**src/core/lcdc_regs.svh**
```systemverilog
// lcdc_regs.svh: offsets, field positions, reset values and timing counts of the lcd drive block
// assumes an 8-bit register port with a 2-bit word address
`ifndef LCDC_REGS_SVH
`define LCDC_REGS_SVH

`define LCDC_OFS_AREA      2'h0
`define LCDC_OFS_DRIVE     2'h1
`define LCDC_OFS_STATUS    2'h2

`define LCDC_SLF_BIT       0
`define LCDC_AREA_MSB      3
`define LCDC_AREA_LSB      1
`define LCDC_OP_MSB        3
`define LCDC_OP_LSB        2
`define LCDC_OP_DUTY       2'h0
`define LCDC_OP_BLANK      2'h1
`define LCDC_OP_BAD        2'h2
`define LCDC_OP_ENABLE     2'h3

`define LCDC_AREA_RST      4'h8
`define LCDC_DEN_RST       1'b0

`define LCDC_IC_LAST       4'hF
`define LCDC_WORD_LAST     5'h17
`define LCDC_XFER_STEP     13'h0018
`define LCDC_PER_MUX_SLF0  13'h0200
`define LCDC_PER_STAT_SLF0 13'h0800
`define LCDC_PER_MUX_SLF1  13'h0100
`define LCDC_PER_STAT_SLF1 13'h0400
`define LCDC_PHASE_SLF0    13'h1000
`define LCDC_PHASE_SLF1    13'h0800
`define LCDC_STATIC_SUB    2'h3

`endif

```
**src/core/lcdc_pkg.sv**
```systemverilog
// lcdc_pkg: types shared by the lcd drive block
// assumes nothing beyond a SystemVerilog compiler
package lcdc_pkg;

	typedef enum logic [2:0]
	{
		LCDC_LVL_VDD  = 3'h0,
		LCDC_LVL_2_3  = 3'h1,
		LCDC_LVL_HALF = 3'h2,
		LCDC_LVL_1_3  = 3'h3,
		LCDC_LVL_VLC  = 3'h4
	} lcdc_lvl_t;

	typedef enum logic [1:0]
	{
		LCDC_DUTY_4      = 2'h0,
		LCDC_DUTY_3      = 2'h1,
		LCDC_DUTY_2      = 2'h2,
		LCDC_DUTY_STATIC = 2'h3
	} lcdc_duty_t;

	typedef enum logic [1:0]
	{
		LCDC_X_IDLE  = 2'b00,
		LCDC_X_WAIT  = 2'b01,
		LCDC_X_STEAL = 2'b10
	} lcdc_xfer_st_t;

	typedef struct packed
	{
		logic [1:0] addr;
		logic [7:0] wdata;
		logic       wr;
		logic       rd;
	} lcdc_bus_req_t;

	typedef struct packed
	{
		logic [7:0] addr;
		logic       rd;
	} lcdc_mem_req_t;

	typedef struct packed
	{
		lcdc_lvl_t [3:0]  common_electrode_outputs;
		lcdc_lvl_t [23:0] seg;
	} lcdc_panel_t;

	typedef struct packed
	{
		logic [3:0] cnt;
	} lcdc_ic_st_t;

	typedef struct packed
	{
		logic [23:0][3:0] word;
	} lcdc_store_st_t;

	typedef struct packed
	{
		logic [1:0]    hsync;
		logic [3:0]    area;
		lcdc_duty_t    duty;
		logic          den;
		logic          pwr_sw;
		logic          bad_cmd;
		logic [11:0]   acc;
		lcdc_xfer_st_t xst;
		logic [4:0]    widx;
		logic [7:0]    maddr;
		logic [12:0]   div;
		logic [1:0]    sdiv;
		logic [1:0]    comi;
		logic          pol;
		logic [7:0]    rdata;
		logic          pwr_out;
		lcdc_panel_t   panel;
	} lcdc_top_st_t;

endpackage

```
**src/core/lcdc_top.sv**
```systemverilog
// lcdc_top: lcd drive transfer control, command ports, blanking and panel supply switch
// assumes a cpu that grants a stolen instruction cycle once its instruction and
// pending timer or interrupt service are done, and a data memory readable in one cycle
`include "lcdc_regs.svh"

// Function
// transfers only while panel supply is applied
// multiplexed, base 0: 24 per 512
// static, base 0: 24 per 2048
// multiplexed, base 1: 24 per 256
// static, base 1: 24 per 1024
// wait for grant, then steal one cycle
// enable bit zero blanks, reset clears it
// blanking idles commons, segments keep running
// static blanking holds common at half
// enabled display shows stored area data
// first enable closes switch, blanking keeps it
// drive port codes: duty, blank, enable, invalid
// software changes area only while blanked; the code accepts area writes at any time and the bench writes it while enabled
// default area fetches addresses 80 to 97
// instruction cycle is four by four clocks
// reset initialises registers, opens supply switch
// hold opens switch, release restores state
// drive method field resets to zero
// base select picks divider, resets zero
// one word per transfer, in order, wrapping
module lcdc_top
	import lcdc_pkg::*;
(
	input  wire logic          clk_sys_i,     // basic clock, 10 MHz
	input  wire logic          resetn_i,      // async reset, active low
	input  wire lcdc_bus_req_t bus_i,         // register port request
	output logic         [7:0] rdata_o,       // read data, cycle after the read
	input  wire logic          hold_n_i,      // hold request pin, active low
	input  wire logic          cpu_grant_i,   // cpu free at this cycle boundary
	output logic               xfer_req_o,    // transfer request to the cpu
	output logic               steal_o,       // stolen instruction cycle in progress
	output lcdc_mem_req_t      mem_o,         // display area read
	input  wire logic    [3:0] mem_data_i,    // display word from data memory
	output lcdc_panel_t        panel_o,       // common and segment levels
	output logic               panel_power_o  // panel supply switch closed
);
	lcdc_top_st_t     s_r;
	lcdc_top_st_t     s_nxt;
	logic             ic_last;
	logic       [1:0] mcyc;
	logic [23:0][3:0] word;
	logic             hold;
	logic             active;
	logic             new_req;
	logic             store_wr;
	logic      [12:0] period;
	logic      [12:0] sum;
	logic      [12:0] lim;
	logic       [1:0] com_last;
	logic             step;
	logic             is_static;
	logic             on_bit;
	logic             restart;

	lcdc_icycle u_icycle
	(
		.clk_sys_i (clk_sys_i),
		.resetn_i  (resetn_i),
		.mcyc_o    (mcyc),
		.last_o    (ic_last)
	);

	lcdc_seg_store u_store
	(
		.clk_sys_i (clk_sys_i),
		.resetn_i  (resetn_i),
		.wr_i      (store_wr),
		.idx_i     (s_r.widx),
		.data_i    (mem_data_i),
		.word_o    (word)
	);

	always_comb
	begin
		s_nxt     = s_r;
		new_req   = 1'b0;
		step      = 1'b0;
		on_bit    = 1'b0;
		sum       = 13'h0000;
		hold      = ~s_r.hsync[1];
		active    = s_r.pwr_sw & ~hold;
		is_static = (s_r.duty == LCDC_DUTY_STATIC);
		store_wr  = (s_r.xst == LCDC_X_STEAL) && ic_last;
		restart   = bus_i.wr && (bus_i.addr == `LCDC_OFS_AREA
			|| bus_i.addr == `LCDC_OFS_DRIVE);
		s_nxt.hsync = {s_r.hsync[0], hold_n_i};
		s_nxt.rdata = 8'h00;

		// register port
		if (bus_i.wr)
		begin
			case (bus_i.addr)
				`LCDC_OFS_AREA:
				begin
					s_nxt.area = bus_i.wdata[3:0];
					s_nxt.acc  = 12'h000;
				end
				`LCDC_OFS_DRIVE:
				begin
					s_nxt.acc = 12'h000;
					case (bus_i.wdata[`LCDC_OP_MSB:`LCDC_OP_LSB])
						`LCDC_OP_DUTY:   s_nxt.duty = lcdc_duty_t'(bus_i.wdata[1:0]);
						`LCDC_OP_BLANK:  s_nxt.den = 1'b0;
						`LCDC_OP_ENABLE:
						begin
							s_nxt.den    = 1'b1;
							s_nxt.pwr_sw = 1'b1;
						end
						default:         s_nxt.bad_cmd = 1'b1;
					endcase
				end
				default:
				begin
				end
			endcase
		end
		if (bus_i.rd)
		begin
			case (bus_i.addr)
				`LCDC_OFS_AREA:   s_nxt.rdata = {4'h0, s_r.area};
				`LCDC_OFS_DRIVE:  s_nxt.rdata = {4'h0, s_r.den, 1'b0, s_r.duty};
				`LCDC_OFS_STATUS:
				begin
					s_nxt.rdata   = {s_r.widx, s_r.bad_cmd, s_r.xst == LCDC_X_WAIT,
						s_r.pwr_out};
					if (!bus_i.wr)
						s_nxt.bad_cmd = 1'b0;       // a flagging write wins over the clear
				end
				default:          s_nxt.rdata = 8'h00;
			endcase
		end

		// transfer rate: 24 requests spread over each period
		case ({is_static, s_r.area[`LCDC_SLF_BIT]})
			2'b00:   period = `LCDC_PER_MUX_SLF0;
			2'b10:   period = `LCDC_PER_STAT_SLF0;
			2'b01:   period = `LCDC_PER_MUX_SLF1;
			default: period = `LCDC_PER_STAT_SLF1;
		endcase
		// a restarting write must not be undone by a step in the same cycle
		if (active && ic_last && !restart)
		begin
			sum = {1'b0, s_r.acc} + `LCDC_XFER_STEP;
			if (sum >= period)
			begin
				sum     = sum - period;
				new_req = 1'b1;
			end
			s_nxt.acc = sum[11:0];
		end

		// cycle stealing
		case (s_r.xst)
			LCDC_X_IDLE:
				if (new_req)
					s_nxt.xst = LCDC_X_WAIT;
			LCDC_X_WAIT:
				if (ic_last && cpu_grant_i && active)
				begin
					s_nxt.xst   = LCDC_X_STEAL;
					s_nxt.maddr = {s_r.area[`LCDC_AREA_MSB:`LCDC_AREA_LSB], s_r.widx};
				end
			LCDC_X_STEAL:
				if (ic_last)
				begin
					s_nxt.xst  = new_req ? LCDC_X_WAIT : LCDC_X_IDLE;
					s_nxt.widx = (s_r.widx == `LCDC_WORD_LAST) ? 5'h00 : s_r.widx + 5'h01;
				end
			default:
				s_nxt.xst = LCDC_X_IDLE;
		endcase

		// frame timing from the selected divider output
		lim = s_r.area[`LCDC_SLF_BIT] ? `LCDC_PHASE_SLF1 : `LCDC_PHASE_SLF0;
		case (s_r.duty)
			LCDC_DUTY_4: com_last = 2'h3;
			LCDC_DUTY_3: com_last = 2'h2;
			LCDC_DUTY_2: com_last = 2'h1;
			default:     com_last = 2'h0;
		endcase
		if (active)
		begin
			if (s_r.div == lim - 13'h0001)
			begin
				s_nxt.div = 13'h0000;
				if (is_static)
				begin
					s_nxt.sdiv = s_r.sdiv + 2'h1;
					step       = (s_r.sdiv == `LCDC_STATIC_SUB);
				end
				else
					step = 1'b1;
			end
			else
				s_nxt.div = s_r.div + 13'h0001;
		end
		if (step)
		begin
			s_nxt.pol = ~s_r.pol;
			if (s_r.pol)
				s_nxt.comi = (s_r.comi >= com_last) ? 2'h0 : s_r.comi + 2'h1;
		end

		// drive levels
		s_nxt.pwr_out = active;
		for (int j = 0; j < 4; j++)
		begin
			if (!active)
				s_nxt.panel.common_electrode_outputs[j] = LCDC_LVL_VDD;
			else if (is_static)
				s_nxt.panel.common_electrode_outputs[j] = !s_r.den ? LCDC_LVL_HALF :
					(s_r.pol ? LCDC_LVL_VDD : LCDC_LVL_VLC);
			else if (s_r.den && (j[1:0] == s_r.comi))
				s_nxt.panel.common_electrode_outputs[j] = s_r.pol ? LCDC_LVL_VDD : LCDC_LVL_VLC;
			else if (s_r.duty == LCDC_DUTY_2)
				s_nxt.panel.common_electrode_outputs[j] = LCDC_LVL_HALF;
			else
				s_nxt.panel.common_electrode_outputs[j] = s_r.pol ? LCDC_LVL_2_3 : LCDC_LVL_1_3;
		end
		for (int i = 0; i < 24; i++)
		begin
			on_bit = word[i][is_static ? 2'h0 : s_r.comi];
			if (!active)
				s_nxt.panel.seg[i] = LCDC_LVL_VDD;
			else if (on_bit)
				s_nxt.panel.seg[i] = s_r.pol ? LCDC_LVL_VLC : LCDC_LVL_VDD;
			else if (is_static)
				s_nxt.panel.seg[i] = s_r.pol ? LCDC_LVL_VDD : LCDC_LVL_VLC;
			else if (s_r.duty == LCDC_DUTY_2)
				s_nxt.panel.seg[i] = LCDC_LVL_HALF;
			else
				s_nxt.panel.seg[i] = s_r.pol ? LCDC_LVL_1_3 : LCDC_LVL_2_3;
		end
	end

	always_ff @(posedge clk_sys_i or negedge resetn_i)
	begin
		if (!resetn_i)
		begin
			s_r       <= '0;
			s_r.hsync <= 2'b11;
			s_r.area  <= `LCDC_AREA_RST;
			s_r.den   <= `LCDC_DEN_RST;
			s_r.duty  <= LCDC_DUTY_4;
		end
		else
			s_r <= s_nxt;
	end

	assign rdata_o       = s_r.rdata;
	// state codes are one-hot apart from idle, so each flag is a plain state bit
	assign xfer_req_o    = s_r.xst[0];
	assign steal_o       = s_r.xst[1];
	assign mem_o.addr    = s_r.maddr;
	assign mem_o.rd      = s_r.xst[1];
	assign panel_o       = s_r.panel;
	assign panel_power_o = s_r.pwr_out;

	// checking helpers: instruction cycles between requests with a steady mode
	logic [11:0] gap_cnt_r;
	logic        gap_ok_r;
	logic [3:0]  ic_pos_r;

	always_ff @(posedge clk_sys_i or negedge resetn_i)
	begin
		if (!resetn_i)
		begin
			gap_cnt_r <= 12'h000;
			gap_ok_r  <= 1'b0;
			ic_pos_r  <= 4'h0;
		end
		else
		begin
			ic_pos_r <= ic_pos_r + 4'h1;
			if (bus_i.wr || !active)
				gap_ok_r <= 1'b0;
			else if (new_req)
				gap_ok_r <= 1'b1;
			if (new_req)
				gap_cnt_r <= 12'h000;
			else if (active && ic_last)
				gap_cnt_r <= gap_cnt_r + 12'h001;
		end
	end
endmodule // lcdc_top

```
**src/core/lcdc_icycle.sv**
```systemverilog
// lcdc_icycle: instruction cycle timing, sixteen basic clocks in four machine cycles
// assumes the basic clock as clk_sys_i and an asynchronous active-low reset
`include "lcdc_regs.svh"

module lcdc_icycle
	import lcdc_pkg::*;
(
	input  wire logic       clk_sys_i, // basic clock
	input  wire logic       resetn_i,  // async reset, active low
	output logic      [1:0] mcyc_o,    // current machine cycle
	output logic            last_o     // last basic clock of the instruction cycle
);
	lcdc_ic_st_t s_r;
	lcdc_ic_st_t s_nxt;

	always_comb
	begin
		s_nxt     = s_r;
		s_nxt.cnt = s_r.cnt + 4'h1;
	end

	always_ff @(posedge clk_sys_i or negedge resetn_i)
	begin
		if (!resetn_i)
			s_r <= '0;
		else
			s_r <= s_nxt;
	end

	assign mcyc_o = s_r.cnt[3:2];
	assign last_o = (s_r.cnt == `LCDC_IC_LAST);

endmodule // lcdc_icycle

```
**src/core/lcdc_seg_store.sv**
```systemverilog
// lcdc_seg_store: the 24 display words held by the segment drivers
// assumes one write per stolen instruction cycle from the same clock domain
module lcdc_seg_store
	import lcdc_pkg::*;
(
	input  wire logic             clk_sys_i, // basic clock
	input  wire logic             resetn_i,  // async reset, active low
	input  wire logic             wr_i,      // load one word
	input  wire logic       [4:0] idx_i,     // word index 0..23
	input  wire logic       [3:0] data_i,    // display word
	output logic     [23:0][3:0]  word_o     // all held words
);
	lcdc_store_st_t s_r;
	lcdc_store_st_t s_nxt;

	always_comb
	begin
		s_nxt = s_r;
		if (wr_i)
			s_nxt.word[idx_i] = data_i;
	end

	always_ff @(posedge clk_sys_i or negedge resetn_i)
	begin
		if (!resetn_i)
			s_r <= '0;
		else
			s_r <= s_nxt;
	end

	assign word_o = s_r.word;

endmodule // lcdc_seg_store

```
**config.mk**
```make
export PLATFORM = sky130hd
export DESIGN_NAME = lcdc_top
export DESIGN_NICKNAME = d
export VERILOG_FILES = /design/src/core/lcdc_pkg.sv /design/src/core/lcdc_top.sv /design/src/core/lcdc_icycle.sv /design/src/core/lcdc_seg_store.sv
export VERILOG_INCLUDE_DIRS = /design/src /design/src/core
export SDC_FILE = /design/constraint.sdc
export NUM_CORES = 1
export LEC_CHECK = 0
export ABC_AREA = 1
export BUFFER_PORTS_ARGS = -buffer_cell sky130_fd_sc_hd__buf_2
export CAP_MARGIN = 20
export CORE_ASPECT_RATIO = 0.5
export CORE_MARGIN = 5
export CORE_UTILIZATION = 50
export CTS_CLUSTER_SIZE = 24
export DETAILED_ROUTE_END_ITERATION = 8
export PLACE_DENSITY = 0.7
export SLEW_MARGIN = 20
export SYNTH_ARGS = -nofsm -noshare
export SYNTH_HDL_FRONTEND = slang
export SYNTH_SLANG_ARGS = --single-unit
export TNS_END_PERCENT = 20
```
**constraint.sdc**
```tcl
create_clock -name clk_sys_i -period 3.04 [get_ports clk_sys_i]
set_input_delay 0.456 -clock clk_sys_i [delete_from_list [all_inputs] [get_ports clk_sys_i]]
set_output_delay 0.456 -clock clk_sys_i [all_outputs]
set_load 0.01 [all_outputs]
```
==> flow_summary.ini <==
[run_status]
status = finished clean

[drt]
vias = 8122
detail_route.wl_per_cell_microns = 16.5
drc = 0
routed_wirelength_microns = 25900
dr.pass1.iters = 5
drtAntennaViolNets = 0
vias_per_cell = 5.17
drtIter0Drc = 762

[min_path]
min_path_type = input port to register
min_from = hold_n_i
hold_path_depth = 1
whs_endpoint = s_nxt[148]

[synth]
seq_area_frac_synth_pct = 54.9
yosysTopAreaCell = dfrtp_1
yosys_warnings = 0
avgSynthCellArea_sq_um = 9.11
synth_most_common_cell = nand2_1
syn_area_sq_mm = 0.0112
syn_nets = 1272
ys_ff_latch = 246
synthTopCellsByArea = dfrtp_1, nand2_1, buf_4, o21ai_0, nor2_1
synth-main-ff-cell = dfrtp_1
synth-edff-count = 0
async_reset_ff_share_pct = 100
synthTopCellsByCount = nand2_1, dfrtp_1, o21ai_0, nor2_1, buf_4
synth_top_area_share_pct = 54.2
synthCells = 1233
ys_types = 42

[timing]
fin_skew_ns = 0.0169
fin_hold_ws_ns = 0.0717
tightest_slew_ns = 0.943
fin_crit_sh_pct = 89.8
setup_violations = 0
finalCriticalPeriod_ns = 2.73
rsz0062_at_grt = no
slew_violations = 0
relSlewSlack_pct = 37.1
fmax_mhz = 366
hold_viol = 0
tns_ns = 0

[global_route]
groute.usage.overall_pct = 20.0
grt_max_degree = 66
grt_antenna_before_repair = 0
grt_pass1_wl_microns = 42100
overflow = 0
grt_pass1_vias = 8175

[worst_setup_path]
cp_slowest_cell = dfrtp_1
r2r-start = s_r[129]
required_ns = 3.43
r2r_end = s_r[134]
end_kind = register
path_max_fanout = 5
cp.arrival_ns = 3.12
r2r_slack_ns = 0.31
critPathMaxStageDelay_ns = 0.36
r2r_cells = 16
path_class = register to register
critPathLaunchType = register
crit_chain = inv_1, ha_1, inv_1, nand3_1, nor2_2, xnor2_1, inv_1, ha_1, nand2_1, or2_2, o211ai_1, inv_1, nand2_1, nand2_1, nand3_1, nand2_1

[clocking]
cts_made_buffers = 23
clockBufferDepth = 3
cts_tree = yes
cts_sinks = 246
h-tree-depth = 1
root_buffer = clkbuf_16
cts_setup_buffers = 0
clk_latency_ns = 0.51
clk_pin_slew_ns = 0.06

[flow_run]
cap_violations = 0

[die]
start_util_pct = 51.3
chipWidth_microns = 222
rows = 38
io_pins = 124
die-area_sq_mm = 0.0257
die_height_microns = 116
coreArea_sq_mm = 0.0219

[finish]
drive_above_1_share_pct = 17.8
syn2layout_area_growth_pct = 8.70
stdcell_count = 1571
fillCellCount = 1881
antenna_cells = 0
final_nets = 1294

[power]
p_switching_uw = 1710
cellPowerDensity_mw_per_mm2 = 578
cellLeakagePower_uw = 0.00644
clkPwrFrac_pct = 43.4
p_sw_share_pct = 24.2
pwr-share-comb_pct = 7.7
power.internal_uw = 5340
seq_power_share_pct = 48.9
ir_drop_mv = 0.377

[placed_design]
hpwl_microns = 17600
portBuffers = 119
dp_cells = 1529
gp_congestion = 0.850
-- layout by cell type (no fill, tap or decap), types with 13 or more instances in the layout --
cell         n
clkbuf_16   23
buf_2      118
o21ai_2     19
nor2_1     131
o21ai_0    144
nand2_1    304
nor3_1      13
dfrtp_1    243
inv_1       71
ha_1        18
a21oi_1     26
nand3_1     36
-- what timing repair did --
action / 4_1_cts / 5_1_grt
hold endpoints to repair: 61 / 0
gates resized for setup: 0 / 1
hold buffers: 1 / 0
endpoints found under the setup margin: 0 / 4
-- power groups by stage --
| stage | clock, uW | sequential, uW | combinational, uW |
|---|---|---|---|
| after floorplan | 0 | 3480 | 366 |
| after global placement | 0 | 3500 | 526 |
| after detailed placement | 0 | 3510 | 550 |
| after CTS | 3100 | 3440 | 554 |
| after global routing | 3250 | 3460 | 629 |
| final | 3060 | 3450 | 545 |
-- cell type report --
class | instances | area [sq um] | share of cell area, %
clock buffers | 28 | 624 | 5.12
repair buffers | 135 | 766 | 6.27
clock inverters | 13 | 176 | 1.45
well taps | 300 | 375 | 3.08
multi-input cells | 772 | 3810 | 31.2
flip-flops and latches | 246 | 6160 | 50.5
inverters | 77 | 289 | 2.37
-- state kept, by name, indices dropped and copies added (netlist names) --
signal,count
panel_o,84
u_store.word_o,96
panel_power_o,1
mem_o,9
xfer_req_o,1
s_nxt,1
rdata_o,8
s_r,42
u_icycle.s_r,4
-- critical path: cells and delay by family, from the launching register on --
family	cells	cell delay, ns
DFF	1	0.36
xor gates and xnor gates	1	0.22
AOI/OAI and AO/OA	1	0.17
buffers and inverters	4	0.35
and+or+nand+nor	8	0.99
adders and majority gates	2	0.52
-- how the worst max path moves through the flow --
stage,from,endpoint,depth (start not counted)
final,s_r[129],s_r[134],16
after global routing,s_r[129],s_r[135],16
after CTS,s_r[129],s_r[134],16
after detailed placement,s_r[129],s_r[134],16
after global placement,s_r[129],s_r[136],16
after floorplan,s_r[129],s_r[135],16
-- cell families (layout without fill, tap and decap cells) --
group	count (synthesis)	in the layout	share of synthesized area, %
XOR/XNOR	13	13	1.01
flip-flops	246	246	54.9
AND/OR/NAND/NOR	500	500	17.9
buffers and inverters	215	253	11.2
adder cells (fa/ha/maj)	19	19	2.18
AO/OA/AOI/OAI	238	238	12.6
multiplexers	2	2	0.201
-- routing by layer --
layer	vias up	global-route usage, %	share of wire (%)
met5	-	0	0
li1	3924	-	-
met1	3976	27.9	46
met4	0	5.21	2.5
met2	175	33.2	47
met3	47	3.24	4.6
-- through the flow --
| stage | worst slack (ns) | utilization, % | total power [uW] | cell area, sq um |
|---|---|---|---|---|
| floorplan | 0.580 | - | 3850 | 11200 |
| global placement | 0.377 | 52.1 | 4030 | 11400 |
| detailed placement | 0.242 | 52.1 | 4060 | 11400 |
| CTS | 0.236 | 55.8 | 7090 | 12200 |
| global route | 0.00273 | 55.8 | 7330 | 12200 |
| finish | 0.311 | 55.8 | 7050 | 12200 |
Note: power is estimated with default switching activity, not from simulation.
